### src/rtl/temp_monitor_consts.vh
// Register offsets, field positions, reset values and timing figures of the temperature monitor control block.
`ifndef TEMP_MONITOR_CONSTS_VH
`define TEMP_MONITOR_CONSTS_VH

// ----------------------------------------------------------------------------
// Register pointers
// ----------------------------------------------------------------------------
`define PTR_FLAG_STATUS      8'h02
`define PTR_CONFIG_READ      8'h03
`define PTR_RATE_READ        8'h04
`define PTR_CONFIG_WRITE     8'h09
`define PTR_RATE_WRITE       8'h0A
`define PTR_SINGLE_TRIGGER   8'h0F
`define PTR_CRIT_HYST        8'h21

// ----------------------------------------------------------------------------
// Reset values
// ----------------------------------------------------------------------------
`define POINTER_RESET        8'h00
`define CONFIG_RESET         8'h00
`define RATE_RESET           4'h8
`define CRIT_HYST_RESET      8'h0A

// ----------------------------------------------------------------------------
// Configuration fields
// ----------------------------------------------------------------------------
`define CFG_IRQ_MASK         7
`define CFG_SHUTDOWN         6
`define CFG_PIN_FUNCTION     5
`define CFG_RANGE            2
`define CFG_WRITABLE         8'hE4

// ----------------------------------------------------------------------------
// Flag byte fields
// ----------------------------------------------------------------------------
`define FLG_BUSY             7
`define FLG_LOCAL_OVER       6
`define FLG_LOCAL_UNDER      5
`define FLG_REMOTE_OVER      4
`define FLG_REMOTE_UNDER     3
`define FLG_REMOTE_OPEN      2
`define FLG_REMOTE_CRIT      1
`define FLG_LOCAL_CRIT       0

// ----------------------------------------------------------------------------
// Conversion pacing
// ----------------------------------------------------------------------------
`define RATE_CODE_FASTEST    4'h9
`define CLOCK_KHZ            20000
`define SLOWEST_PERIOD_MS    16000
`define SLOWEST_PERIOD_CYC   (`SLOWEST_PERIOD_MS * `CLOCK_KHZ)
`define CONVERSION_CYC       1000

`endif

### src/rtl/temp_monitor_status_config.v
// Flag byte, configuration, conversion pacing and comparator outputs of a dual-channel temperature monitor.
`timescale 1ns/100ps
`include "temp_monitor_consts.vh"

module temp_monitor_status_config #(
    parameter SLOWEST_PERIOD = `SLOWEST_PERIOD_CYC,
    parameter CONV_TIME      = `CONVERSION_CYC
) (
    input  wire       clock,
    input  wire       resetn,
    input  wire       pointerWrite,
    input  wire [7:0] pointerData,
    input  wire       dataWrite,
    input  wire [7:0] writeData,
    input  wire       dataRead,
    input  wire       addressRead,
    output reg  [7:0] readData,
    input  wire [7:0] localTemp,
    input  wire [7:0] remoteTemp,
    input  wire [7:0] localHighLimit,
    input  wire [7:0] localLowLimit,
    input  wire [7:0] remoteHighLimit,
    input  wire [7:0] remoteLowLimit,
    input  wire [7:0] localCritLimit,
    input  wire [7:0] remoteCritLimit,
    input  wire       remoteOpen,
    output reg        convBusy,
    output reg        extendedRange,
    output reg        critOutN,
    output reg        sharedPinN
);

    // ------------------------------------------------------------------------
    // Helpers
    // ------------------------------------------------------------------------

    // True once the temperature has fallen to the limit minus hysteresis.
    // Done in nine bits so a high temperature plus hysteresis never wraps into a false release.
    // The hysteresis is added to the temperature rather than taken from the
    // limit, which keeps the arithmetic unsigned and free of a borrow.
    // A limit below the hysteresis therefore never releases, which is the
    // safe side for an overtemperature output.
    function released;
        input [7:0] temp;
        input [7:0] limit;
        input [7:0] hyst;
        begin
            released = ({1'b0, temp} + {1'b0, hyst}) <= {1'b0, limit};
        end
    endfunction

    // ------------------------------------------------------------------------
    // Declarations
    // ------------------------------------------------------------------------
    // Sequencer states are one-hot: waiting, converting and shut down.
    // Bit 1 is the converting state and doubles as the busy indication.
    localparam [2:0] ST_WAIT = 3'b001;
    localparam [2:0] ST_CONV = 3'b010;
    localparam [2:0] ST_SHUT = 3'b100;

    // The count is wide enough for the slowest period at the default clock;
    // a simulation may shrink both timing figures through the parameters.
    // Only the low nibble of the rate is stored, as the upper bits have
    // no meaning and always read back as zero.
    reg  [7:0]  pointer_reg;
    reg  [7:0]  config_reg;
    reg  [3:0]  rate_reg;
    reg  [7:0]  hyst_reg;
    reg  [2:0]  state_reg;
    reg  [2:0]  state_next;
    reg  [31:0] count_reg;
    reg  [31:0] count_next;
    reg         singleShot_reg;
    reg         singleShot_next;
    reg  [4:0]  cause_reg;
    reg  [6:0]  flags_reg;
    reg  [6:0]  flags_next;
    reg         irqLatch_reg;
    reg  [7:0]  readData_next;

    // Decoded controls. The read and trigger decodes use the pointer as it
    // stood before this cycle's command, as the host expects.
    wire        alertMode   = ~config_reg[`CFG_PIN_FUNCTION];
    wire        shutdownReq = config_reg[`CFG_SHUTDOWN];
    wire        convDone    = state_reg[1] && (count_reg == CONV_TIME - 1);
    wire        flagRead    = dataRead && (pointer_reg == `PTR_FLAG_STATUS);
    wire        trigger     = dataWrite && (pointer_reg == `PTR_SINGLE_TRIGGER);
    // Pacing: the period halves with each rate step up to code 9, and the conversion
    // time is carved out of it so that only the idle time varies.
    // A period shorter than a conversion still leaves one idle cycle.
    wire [3:0]  rateCode    = (rate_reg > `RATE_CODE_FASTEST) ? `RATE_CODE_FASTEST : rate_reg;
    wire [31:0] period      = SLOWEST_PERIOD >> rateCode;
    wire [31:0] idleTime    = (period > CONV_TIME) ? period - CONV_TIME : 32'h00000001;

    // Fresh causes judged against this conversion's results.
    // These compare unsigned codes, so limits and results must use the
    // same result format for the comparison to mean anything.
    wire        lOver  = localTemp > localHighLimit;
    wire        lUnder = localTemp < localLowLimit;
    wire        rOver  = remoteTemp > remoteHighLimit;
    wire        rUnder = remoteTemp < remoteLowLimit;

    // ------------------------------------------------------------------------
    // Pointer and writable registers
    // ------------------------------------------------------------------------

    // Reserved configuration bits are forced to zero on the way in, so a
    // careless host cannot make them read back as ones.
    // The flag byte, the one-shot address and unmapped pointers fall into
    // the default branch, which leaves every register untouched.
    // Only a pointer write reloads the pointer; data writes land where it points.
    always @(posedge clock or negedge resetn) begin
        if (!resetn) begin
            pointer_reg <= `POINTER_RESET;
            config_reg  <= `CONFIG_RESET;
            rate_reg    <= `RATE_RESET;
            hyst_reg    <= `CRIT_HYST_RESET;
        end else begin
            if (pointerWrite) begin
                pointer_reg <= pointerData;
            end
            if (dataWrite) begin
                case (pointer_reg)
                    `PTR_CONFIG_WRITE: config_reg <= writeData & `CFG_WRITABLE;
                    `PTR_RATE_WRITE:   rate_reg   <= writeData[3:0];
                    `PTR_CRIT_HYST:    hyst_reg   <= writeData;
                    default:           config_reg <= config_reg;
                endcase
            end
        end
    end

    // ------------------------------------------------------------------------
    // Conversion sequencer
    // ------------------------------------------------------------------------

    // Shutdown is honoured at the end of a conversion, never in its middle,
    // so a result is never left half updated.
    // A one-shot request is remembered until its own conversion completes
    // and sends the sequencer back to shutdown.
    // The conversion itself always takes CONV_TIME; only the wait varies.
    always @* begin
        state_next      = state_reg;
        count_next      = count_reg + 32'h00000001;
        singleShot_next = singleShot_reg;
        case (state_reg)
            ST_CONV: begin
                if (convDone) begin
                    count_next = 32'h00000000;
                    if (shutdownReq || singleShot_reg) begin
                        state_next      = ST_SHUT;
                        singleShot_next = 1'b0;
                    end else begin
                        state_next = ST_WAIT;
                    end
                end
            end
            ST_WAIT: begin
                if (shutdownReq) begin
                    state_next = ST_SHUT;
                    count_next = 32'h00000000;
                end else if (count_reg >= idleTime - 1) begin
                    state_next = ST_CONV;
                    count_next = 32'h00000000;
                end
            end
            ST_SHUT: begin
                count_next = 32'h00000000;
                if (!shutdownReq) begin
                    state_next = ST_CONV;
                end else if (trigger) begin
                    state_next      = ST_CONV;
                    singleShot_next = 1'b1;
                end
            end
            default: begin
                state_next = ST_SHUT;
                count_next = 32'h00000000;
            end
        endcase
    end

    // Reset enters the converting state, so the first results appear one
    // conversion time after reset is released.
    // A trigger while running is not seen outside ST_SHUT, so the schedule holds.
    always @(posedge clock or negedge resetn) begin
        if (!resetn) begin
            state_reg      <= ST_CONV;
            count_reg      <= 32'h00000000;
            singleShot_reg <= 1'b0;
        end else begin
            state_reg      <= state_next;
            count_reg      <= count_next;
            singleShot_reg <= singleShot_next;
        end
    end

    // ------------------------------------------------------------------------
    // Flags
    // ------------------------------------------------------------------------

    // Bit 6 local over, 5 local under, 4 remote over, 3 remote under,
    // 2 remote open, 1 remote critical, 0 local critical; bit 7 is busy.
    // In comparator mode the low flags follow the latest result only, since
    // they drive no pin and latching them would only confuse the host.
    // Latched flags set at a conversion's end and clear on a flag read only
    // once their cause is gone; a set in the read's cycle wins over the clear.
    always @* begin
        flags_next = flags_reg;
        if (flagRead) begin
            if (alertMode) begin
                flags_next[6] = flags_reg[6] & cause_reg[4];
                flags_next[5] = flags_reg[5] & cause_reg[3];
                flags_next[4] = flags_reg[4] & cause_reg[2];
                flags_next[3] = flags_reg[3] & cause_reg[1];
            end
            flags_next[2] = flags_reg[2] & cause_reg[0];
        end
        if (convDone) begin
            if (alertMode) begin
                flags_next[6] = flags_next[6] | lOver;
                flags_next[5] = flags_next[5] | lUnder;
                flags_next[4] = flags_next[4] | rOver;
                flags_next[3] = flags_next[3] | rUnder;
            end else begin
                // Comparator mode: over flags use hysteresis, lows follow plainly.
                flags_next[6] = lOver | (flags_reg[6] & ~released(localTemp, localHighLimit, hyst_reg));
                flags_next[4] = rOver | (flags_reg[4] & ~released(remoteTemp, remoteHighLimit, hyst_reg));
                flags_next[5] = lUnder;
                flags_next[3] = rUnder;
            end
            flags_next[2] = flags_next[2] | remoteOpen;
            flags_next[1] = (remoteTemp > remoteCritLimit) |
                            (flags_reg[1] & ~released(remoteTemp, remoteCritLimit, hyst_reg));
            flags_next[0] = (localTemp > localCritLimit) |
                            (flags_reg[0] & ~released(localTemp, localCritLimit, hyst_reg));
        end
    end

    // A read between conversions is judged against these stored causes,
    // not against inputs that may already move towards the next result.
    // Causes are kept from the latest conversion so a read can judge them.
    always @(posedge clock or negedge resetn) begin
        if (!resetn) begin
            flags_reg <= 7'h00;
            cause_reg <= 5'h00;
        end else begin
            flags_reg <= flags_next;
            if (convDone) begin
                cause_reg <= {lOver, lUnder, rOver, rUnder, remoteOpen};
            end
        end
    end

    // ------------------------------------------------------------------------
    // Interrupt latch
    // ------------------------------------------------------------------------

    // The latch is held clear in comparator mode, so switching back starts
    // from a clean pin that any of flags 6 to 2 still set re-arms at once.
    // A pending flag always wins over an address read in the same cycle.
    // In interrupt mode only the address read releases the latch, and only when everything is quiet.
    always @(posedge clock or negedge resetn) begin
        if (!resetn) begin
            irqLatch_reg <= 1'b0;
        end else if (!alertMode) begin
            irqLatch_reg <= 1'b0;
        end else if (|flags_reg[6:2]) begin
            irqLatch_reg <= 1'b1;
        end else if (addressRead && (cause_reg == 5'h00)) begin
            irqLatch_reg <= 1'b0;
        end
    end

    // ------------------------------------------------------------------------
    // Registered outputs
    // ------------------------------------------------------------------------

    // The hysteresis register is readable too, so the host can verify it.
    // Answering zero avoids handing out stale data for a wrong pointer.
    // Read mux; unmapped pointers answer zero.
    always @* begin
        case (pointer_reg)
            `PTR_FLAG_STATUS: readData_next = {state_reg[1], flags_reg};
            `PTR_CONFIG_READ: readData_next = config_reg;
            `PTR_RATE_READ:   readData_next = {4'h0, rate_reg};
            `PTR_CRIT_HYST:   readData_next = hyst_reg;
            default:          readData_next = 8'h00;
        endcase
    end

    // Every output comes straight from a flip-flop, so the pins see the
    // flags one cycle after they change; in interrupt mode the shared pin
    // sees them two cycles after, through the latch.
    // The busy output matches the busy bit of a read made in the same cycle.
    // The mask only gates the pin; the latch keeps running, so unmasking
    // shows at once an interrupt that is still pending.
    // The critical output ignores the pin function entirely.
    // Outputs lag their sources by one clock, which keeps them glitch free.
    always @(posedge clock or negedge resetn) begin
        if (!resetn) begin
            readData      <= 8'h00;
            convBusy      <= 1'b0;
            extendedRange <= 1'b0;
            critOutN      <= 1'b1;
            sharedPinN    <= 1'b1;
        end else begin
            readData      <= readData_next;
            convBusy      <= state_reg[1];
            extendedRange <= config_reg[`CFG_RANGE];
            critOutN      <= ~(flags_reg[1] | flags_reg[0]);
            if (alertMode) begin
                sharedPinN <= ~(irqLatch_reg & ~config_reg[`CFG_IRQ_MASK]);
            end else begin
                sharedPinN <= ~(flags_reg[6] | flags_reg[4]);
            end
        end
    end

endmodule // temp_monitor_status_config

### config.mk
export PLATFORM = sky130hd
export DESIGN_NAME = temp_monitor_status_config
export DESIGN_NICKNAME = d
export VERILOG_FILES = /design/src/rtl/temp_monitor_status_config.v
export VERILOG_INCLUDE_DIRS = /design/src /design/src/rtl
export SDC_FILE = /design/constraint.sdc
export NUM_CORES = 1
export LEC_CHECK = 0
export ABC_AREA = 1
export BUFFER_PORTS_ARGS = -buffer_cell sky130_fd_sc_hd__buf_2
export CORE_AREA = 8 8 132 146
export CTS_CLUSTER_DIAMETER = 30
export DETAILED_ROUTE_END_ITERATION = 8
export DIE_AREA = 0 0 140 154
export HOLD_SLACK_MARGIN = 0.03
export PLACE_DENSITY = 0.74
export SLEW_MARGIN = 10
export SYNTH_ARGS = -nofsm -noshare
export SYNTH_HDL_FRONTEND = slang
export SYNTH_SLANG_ARGS = --single-unit
### constraint.sdc
create_clock -name clock -period 5.2 [get_ports clock]
set_clock_uncertainty 0.2 [all_clocks]
set_input_delay 0.26 -clock clock [delete_from_list [all_inputs] [get_ports clock]]
set_output_delay 0.26 -clock clock [all_outputs]
set_load 0.005 [all_outputs]
# == Word level (Yosys, flattened, before mapping) ==
# Index checks and enable logic that the tools add are counted.
# classes
muxes,27
bitwise,29
n_eq_ne,17
shifts,1
reduce_logical,14
n_addsub,5
multipliers,0
n_lt_le_gt_ge,13
n_div,0
# ops
op,n
32-bit 2-to-1 mux,4
32-bit one-hot mux with 2 select lines,1
9-bit by 8-bit <= comparator with 1-bit output,4
"32-bit by 1-bit adder with 32-bit output, second input constant",1
"32-bit by 10-bit equality test with 1-bit output, second input constant",1
32-bit greater-or-equal comparator,1
"32-bit by 10-bit greater-than comparator with 1-bit output, second input constant",1
8-bit greater-than comparator,4
8-bit one-hot mux with 4 select lines,1
"29-bit by 4-bit >> shifter with 32-bit output, first input constant",1
"32-bit by 1-bit subtractor with 32-bit output, second input constant",1
"32-bit by 10-bit subtractor with 32-bit output, second input constant",1
"8-bit by 4-bit equality test with 1-bit output, second input constant",3
8-bit by 8-bit adder with 9-bit output,2
3-bit 2-to-1 mux,6
"8-bit by 2-bit equality test with 1-bit output, second input constant",2
8-bit < comparator,2
4-bit 2-to-1 mux,3
1-bit bitwise OR,11
1-bit AND,10
3-bit one-hot mux with 3 select lines,1
"8-bit by 3-bit equality test with 1-bit output, second input constant",1
"8-bit by 6-bit equality test with 1-bit output, second input constant",1
1-bit 2-to-1 mux,8
other kinds (19),35
# word_totals
output_inout_bits,12
reg_bits,85
wordCells,122
ramBits,0
mem_count,0
rom_bits,0
inputBits,87
latch_bits,0

# == Logic depth before layout (Yosys ltp) ==
# Gate-level depths: netlist of run 1.
# logic_depth
depth_word,10
ltp_mapped,26
mapped_depth_nobuf,24

# == Least setup slack after synthesis of run 1 ==
# Ideal clock, no wire load.
# synth_timing
path_kind,register to register
from,register rate_reg[2]
to,register count_reg[25]
n_path_buf,2
arrival_ps,3429
setup_slack_ps,1502
period_less_slack_ps,3698
t_required_ps,4931
stages_incl_launch_ff,27
setup_ps,69
cell_sequence,dfrtp_1 buf_6 nor2_4 nor2_2 nor2_1 inv_1 ha_1 nor2_1 nor2_1 a21boi_1 nand2_1 nor2_4 nand4_2 xor2_1 ha_1 nand2_1 nand2_1 nand2_1 nand2_1 nand2_1 nand2_1 a21oi_1 nand4_1 nand2_2 clkinv_4 buf_12 nor2_2
# synth_between
elab_chain_cells,10
elab_cells_between_ends,11
classes_between,add/sub: 2; order compare: 3; shift: 1; mux: 5
# synth_lines
item,line_no,rtl
from (decl),temp_monitor_status_config.v:67,reg [3:0] rate_reg;
from (signal assigned),temp_monitor_status_config.v:116,rate_reg <= `RATE_RESET;
from (signal assigned),temp_monitor_status_config.v:125,`PTR_RATE_WRITE: rate_reg <= writeData[3:0];
4-bit greater-than comparator (no source line),-,
4-bit 2-to-1 mux *,temp_monitor_status_config.v:91,wire [3:0] rateCode = (rate_reg > `RATE_CODE_FASTEST) ? `RATE_CODE_FASTEST : rate_reg;
29-bit by 4-bit >> shifter with 32-bit output *,temp_monitor_status_config.v:92,wire [31:0] period = SLOWEST_PERIOD >> rateCode;
32-bit by 10-bit subtractor with 32-bit output or 32-bit by 10-bit greater-than comparator with 1-bit output (tied branches),temp_monitor_status_config.v:93,wire [31:0] idleTime = (period > CONV_TIME) ? period - CONV_TIME : 32'h00000001;
32-bit 2-to-1 mux *,temp_monitor_status_config.v:93,
32-bit by 1-bit subtractor with 32-bit output *,temp_monitor_status_config.v:162,end else if (count_reg >= idleTime - 1) begin
32-bit greater-or-equal comparator *,temp_monitor_status_config.v:162,
32-bit 2-to-1 mux *,temp_monitor_status_config.v:162,
32-bit 2-to-1 mux *,temp_monitor_status_config.v:159,if (shutdownReq) begin
32-bit one-hot mux with 2 select lines *,temp_monitor_status_config.v:146,case (state_reg)
via count_next[25],temp_monitor_status_config.v:72,reg [31:0] count_next;
to (signal assigned),temp_monitor_status_config.v:193,count_reg <= count_next;
to (decl),temp_monitor_status_config.v:71,reg [31:0] count_reg;
# Mark *: on every way through the listed nets, which the timed path passes. The rest lies on a longest branch.
# A chain may end at the register's enable or synchronous reset.

# == Final worst setup path of run 1 ==
# layout_timing
from,register rate_reg[3]
to,register count_reg[24]
# The elaborated chain is that of the path after synthesis.

==> results of run 1 <==
-- where the power goes --
group | switching (W) | internal (W)
clock | 0.000287 | 0.000383
combinational | 0.000714 | 0.000420
sequential | 0.0000661 | 0.000729
-- metrics by stage --
step                instance area (um2)  std cells  util (%)  hold slack [ns]
floorplan                          8250       1097         -           -0.236
global placement                   8920       1394      53.2           0.0233
detailed placement                 8920       1394      53.2           0.0219
CTS                                9400       1428      56.1           0.0625
global route                       9400       1428      56.1           0.0877
finish                             9400       1428      56.1           0.0703
-- routing by layer --
metal,wire (um),vias to the layer above
met5,0,-
met4,574,0
met3,1210,37
met2,10100,212
met1,8920,3406
li1,-,3851
-- timing repair --
item                                   4_1_cts  5_1_grt
gates resized for setup                      0        0
endpoints found under the hold margin       53        0
hold buffers                                18        0
-- worst max-delay path, stage by stage, from the launching register on --
cell	delay [ns]
dfstp_2	0.68
inv_2	0.18
nor2_2	0.21
nor2_1	0.12
inv_1	0.14
ha_1	0.29
nor2_1	0.14
nor2_1	0.08
a21boi_1	0.18
nand2_1	0.12
nor2_4	0.21
nand4_2	0.12
xor2_1	0.20
ha_1	0.29
nand2_1	0.07
nand2_1	0.04
nand2_1	0.05
nand2_1	0.05
nand2_1	0.05
nand2_1	0.05
a21oi_1	0.20
nand4_1	0.22
nand2_2	0.15
clkinv_4	0.26
nor2_1	0.20
-- how the worst max path moves through the flow --
stage,to,slack [ns]
CTS,count_reg[24],0.62
global route,count_reg[24],0.27
floorplan,count_reg[25],1.50
detailed placement,count_reg[24],0.66
global placement,count_reg[28],0.78
finish,count_reg[24],0.60
-- cells in the final DEF, fill, tap and decap left out, types with 22 or more instances in the layout --
cell type,instances
dfrtp_1,79
nor3_1,26
nor2_1,66
nand4_1,22
buf_2,97
ha_1,135
nand2_1,247
o21ai_0,49
a21oi_1,63
inv_1,168
nand3_1,39
nor2_2,37
xor2_1,40
-- area by class of cell --
class	count	area [um2]	area share (%)
clock inverters	6	77.6	0.825
inverters	173	654	6.96
flip-flops and latches	85	2130	22.7
clock buffers	10	229	2.43
well taps	208	260	2.77
repair buffers	117	681	7.24
multi-input cells	829	5370	57.1
-- kinds of logic after synthesis --
logic type | count (synthesis) | share of synthesized area (%)
compound gates | 155 | 10.9
other cells | 1 | 0.0455
simple gates | 474 | 26.5
mux | 7 | 0.957
fa+ha+maj | 137 | 21.0
xor+xnor | 51 | 5.51
flops | 85 | 25.9
buf+inv | 183 | 9.13
==> reports/qor.yml, run 1 <==
setup_path:
  required_ns: 5.26
  critPathLaunchType: "flop"
  r2r_cells: 24
  criticalPathCategory: "flop to flop"
  startpoint: "rate_reg[3]"
  arrival_ns: 4.66
  crit_path_end_kind: "flop"
  path_max_fanout: 32
  r2r-end: "count_reg[24]"
  rr_startpoint: "rate_reg[3]"
  ff2ff_setup_slack_ns: 0.60
sta:
  fin_crit_ns: 4.60
  finalWorstSetupSlack_ns: 0.602
  fmax_mhz: 217
  fin_crit_sh_pct: 88.4
  slew_headroom_pct: 46.5
  hold_viol_final: 0
  drv_slew: 0
  tightest_slew_ns: 0.794
  rsz0062_at_grt: "false"
  setup_tns_ns: 0
  setup_viol: 0
final_layout:
  finalNetCount: 1439
  n_fill_cell: 1597
  drive_gt1_share_pct: 16.4
  largest_reg_flops: 32
  n_antenna_cell: 0
  syn_to_final_growth_pct: 14.1
global_routing:
  grtUsageTotal_pct: 19.4
  grtUsageMet1_pct: 22.7
  grt_use_met3_pct: 3.75
  grt_max_degree: 57
  grt_pass1_wl_mm: 34.4
  busiest_layer: "met2"
  antenna_found_initial: 0
  use_met2_pct: 34.4
  overflow: 0
  grt_pass1_vias: 7370
yosys:
  synth_top_area_cell: "dfrtp_1"
  ys_warn_count: 0
  mappedNetlistArea_um2: 8240
  synth_most_common_cell: "nand2_1"
  synth.area.top_cells: "dfrtp_1 (24%), ha_1 (21%), nand2_1 (11%)"
  ys.flop_type: "dfrtp_1"
  synth_edf_count: 0
  synth_seq_cells: 85
  yosys-top-cells-count: "nand2_1 (247), inv_1 (168), ha_1 (135)"
  ys_types: 52
  async_flop_share_pct: 100
  synth_cells: 1093
  yosysTopAreaCellShare_pct: 24.0
  ys_seq_area_share_pct: 25.9
  avgSynthCellArea_um2: 7.54
power_and_ir_drop:
  p_per_area_nw_per_um2: 276
  p_leak_nw: 4.93
  ir_drop_uv: 212
  fin_total_pwr_w: 0.00260
floorplan:
  die_area_um2: 21600
  std_cell_rows: 50
  dieHeight_um: 154
  start_util_pct: 49.1
  fp.dieW_um: 140
  core_area_um2: 16800
  io_pins: 99
clocking:
  cts_tree: "done"
  cts_max_path_buffers: 2
  cts_root_buffer: "clkbuf_16"
  clk_pin_slew_worst_paths_ns: 0.07
  clock-sinks: 85
  numCtsBuffers: 9
  clkLatencyLatePin_ns: 0.34
  cts_setup_buffers: 0
  htreeDepth: 3
placed_design:
  pre_cts_slack_ns: 0.656
  port_buffers: 98
  hpwl_mm: 16.9
  gp_congestion: 0.951
detailed_routing:
  viasPerCell: 5.26
  vias: 7506
  wire_per_inst_um: 14.6
  drt_iter0_drc: 394
  ant_nets: 0
  wirelength_mm: 20.8
  dr.pass1.iters: 5
  drc: 0
worst_hold_path:
  hp-class: "input port to flop"
  hp-start: "pointerWrite"
  hold_end: "pointer_reg[1]"
  min_path_cells: 3
flow_run:
  drv_cap: 0
outcome:
  status: "completed"
No activity file was read; power rests on OpenSTA's default activity.
==> inputs of run 2 (changes only) <==
- TNS_END_PERCENT: default -> 20
- clock period: 5.2 -> 4.3 ns (I/O delays scaled with it)
==> run 2 against run 1 <==
Against the previous run:
- setup slack worse by 0.33 ns
- count of clock-buffer cells in the layout is the same
- critical path depth unchanged
- wire length shrank 0.33%
- sequential power up 20%
- utilization is 0.56 points higher
- critical endpoint unchanged
- largest power group unchanged
- highest routed layer unchanged
==> reports/qor.yml, run 2 (synthesis gave the netlist of run 1 again) <==
placed_design:
  pre_cts_slack_ns: 0.00951  # -0.647 ns
  port_buffers: 98  # unchanged
  gp_congestion: 0.898  # -5.6%
  hpwl_mm: 16.7  # -1.7%
  placed_area_um2: 8950  # +0.34%
final_layout:
  layout_common_cells: "nand2_1 (247), inv_1 (168), ha_1 (134)"
  mostFrequentLayoutCell: "nand2_1"
  syn_to_final_growth_pct: 15.3
  drive_gt1_share_pct: 17.2  # +0.80 points
  n_fill_cell: 1565  # -2.0%
  fin_area_um2: 9500  # +1.0%
  finalNetCount: 1446  # +0.49%
  largest_reg_flops: 32  # unchanged
  n_antenna_cell: 0  # unchanged
setup_path:
  critPathLaunchType: "flop"
  path_max_fanout: 16  # -50%
  required_ns: 4.37  # -0.89 ns
  crit_path_end_kind: "flop"
  criticalPathCategory: "flop to flop"
  ff2ff_setup_slack_ns: 0.27  # -0.33 ns
  r2r-end: "count_reg[24]"
  arrival_ns: 4.10  # -0.56 ns
  r2r_cells: 24  # unchanged
  rr_startpoint: "rate_reg[1]"
sta:
  fin_crit_sh_pct: 93.7  # +5.3 points
  fin_crit_ns: 4.03  # -0.567 ns
  slew_headroom_pct: 50.7  # +4.2 points
  setup_tns_ns: 0  # unchanged
  finalWorstSetupSlack_ns: 0.269  # -0.333 ns
  hold_viol_final: 0  # unchanged
  hold_slack_ns: 0.0387  # -0.0315 ns
  setup_viol: 0  # unchanged
  fmax_mhz: 248  # +14%
  drv_slew: 0  # unchanged
  tightest_slew_ns: 0.731  # -0.0632 ns
clocking:
  clk_pin_slew_worst_paths_ns: 0.07  # about the same
  clock-sinks: 85  # unchanged
  htreeDepth: 3  # unchanged
  cts_max_path_buffers: 2  # unchanged
  numCtsBuffers: 9  # unchanged
  clkLatencyLatePin_ns: 0.34  # about the same
  cts_root_buffer: "clkbuf_16"
  cts_tree: "done"
worst_hold_path:
  hp-class: "input port to flop"
  min_path_cells: 3  # unchanged
  hp-start: "pointerWrite"
  hold_end: "pointer_reg[7]"
floorplan:
  io_pins: 99  # unchanged
  std_cell_rows: 50  # unchanged
  fp.dieW_um: 140  # unchanged
  dieHeight_um: 154  # unchanged
  die_area_um2: 21600  # unchanged
  core_area_um2: 16800  # unchanged
  start_util_pct: 49.1  # unchanged
global_routing:
  overflow: 0  # unchanged
  grt_pass1_vias: 7253  # -1.6%
  grt_pass1_wl_mm: 34.0  # -1.1%
  grtUsageTotal_pct: 19.1  # -0.24 points
  antenna_found_initial: 0  # unchanged
  grt_max_degree: 56  # -1.8%
detailed_routing:
  ant_nets: 0  # unchanged
  dr.pass1.iters: 5  # unchanged
  drc: 0  # unchanged
  drt-met1-wl_mm: 9.12  # +2.2%
  drt_iter0_drc: 414  # +5.1%
  route.met3.wl_mm: 1.06  # -12%
  wirelength_mm: 20.8  # -0.33%
  vias: 7535  # +0.39%
  met2_length_mm: 10.0  # -0.99%
  dr.max_layer_used: "met4"
  viasPerCell: 5.25  # -0.10%
  wire_per_inst_um: 14.5  # -0.81%
power_and_ir_drop:
  p_leak_nw: 4.97  # +0.80%
  p_per_area_nw_per_um2: 337  # +22%
  ir_drop_uv: 223  # +5.3%
outcome:
  status: "completed"
flow_run:
  drv_cap: 0  # unchanged
-- run 2: layout make-up --
class	instances	area [um2]	share of cell area [%]
multi-input combinational	829	5400	56.9
timing repair buffer	123	726	7.64
timing repair inverter	1	8.76	0.0922
clock inverter	6	77.6	0.817
tap	208	260	2.74
sequential	85	2130	22.5
clock buffer	10	229	2.41
inverter	173	662	6.97
-- run 2: worst max-delay path by stage --
stage / startpoint / endpoint / cells after the start
after detailed placement: rate_reg[1] / count_reg[24] / 24
final: rate_reg[1] / count_reg[24] / 24
after global routing: rate_reg[1] / count_reg[24] / 24
after floorplan: rate_reg[2] / count_reg[25] / 26
after global placement: rate_reg[2] / count_reg[24] / 24
after CTS: rate_reg[1] / count_reg[24] / 24
-- run 2: timing repair --
item	in CTS	in global routing
endpoints found under the setup margin	15	33
pin swaps	0	3
gates resized for setup	1	6
hold endpoints to repair	56	0
setup buffers	0	2
hold buffers	18	0
gates cloned	0	1
-- run 2: through the flow --
step                cells  util [%]  total power, W
finish               1435      56.6         0.00320
global route         1435      56.6         0.00348
CTS                  1432      56.3         0.00318
detailed placement   1398      53.4         0.00233
global placement     1398      53.4         0.00229
floorplan            1097         -         0.00204
-- run 2: where the power goes --
part / leakage, nW / switching (W) / internal [W]
Sequential: 1.10 / 0.0000741 / 0.000881
Combinational: 3.72 / 0.000905 / 0.000532
Clock: 0.148 / 0.000343 / 0.000463
Total: 4.97 / 0.00132 / 0.00188
-- run 2: critical path, cell delays in order (launching register included) --
cell      delay, ns
dfrtp_1        0.43
nor2_4         0.16
nor2_4         0.06
nor2_2         0.16
inv_1          0.15
ha_4           0.20
o21ai_1        0.13
inv_1          0.09
a22oi_2        0.22
nand2_1        0.14
nor2_4         0.17
nand4_1        0.13
xor2_1         0.18
ha_1           0.30
nand2_1        0.06
inv_1          0.05
nand2_1        0.05
nand2_1        0.05
nand2_1        0.05
nand2_1        0.06
a21oi_2        0.16
nand4_1        0.23
nand2_4        0.23
clkinv_8       0.13
nor2_1         0.15
-- run 2: layer usage --
layer  GRT usage (%)  vias up
met5               0        -
li1                -     3863
met2            33.5      186
met3            3.22       36
met1            23.2     3450
met4            6.68        0
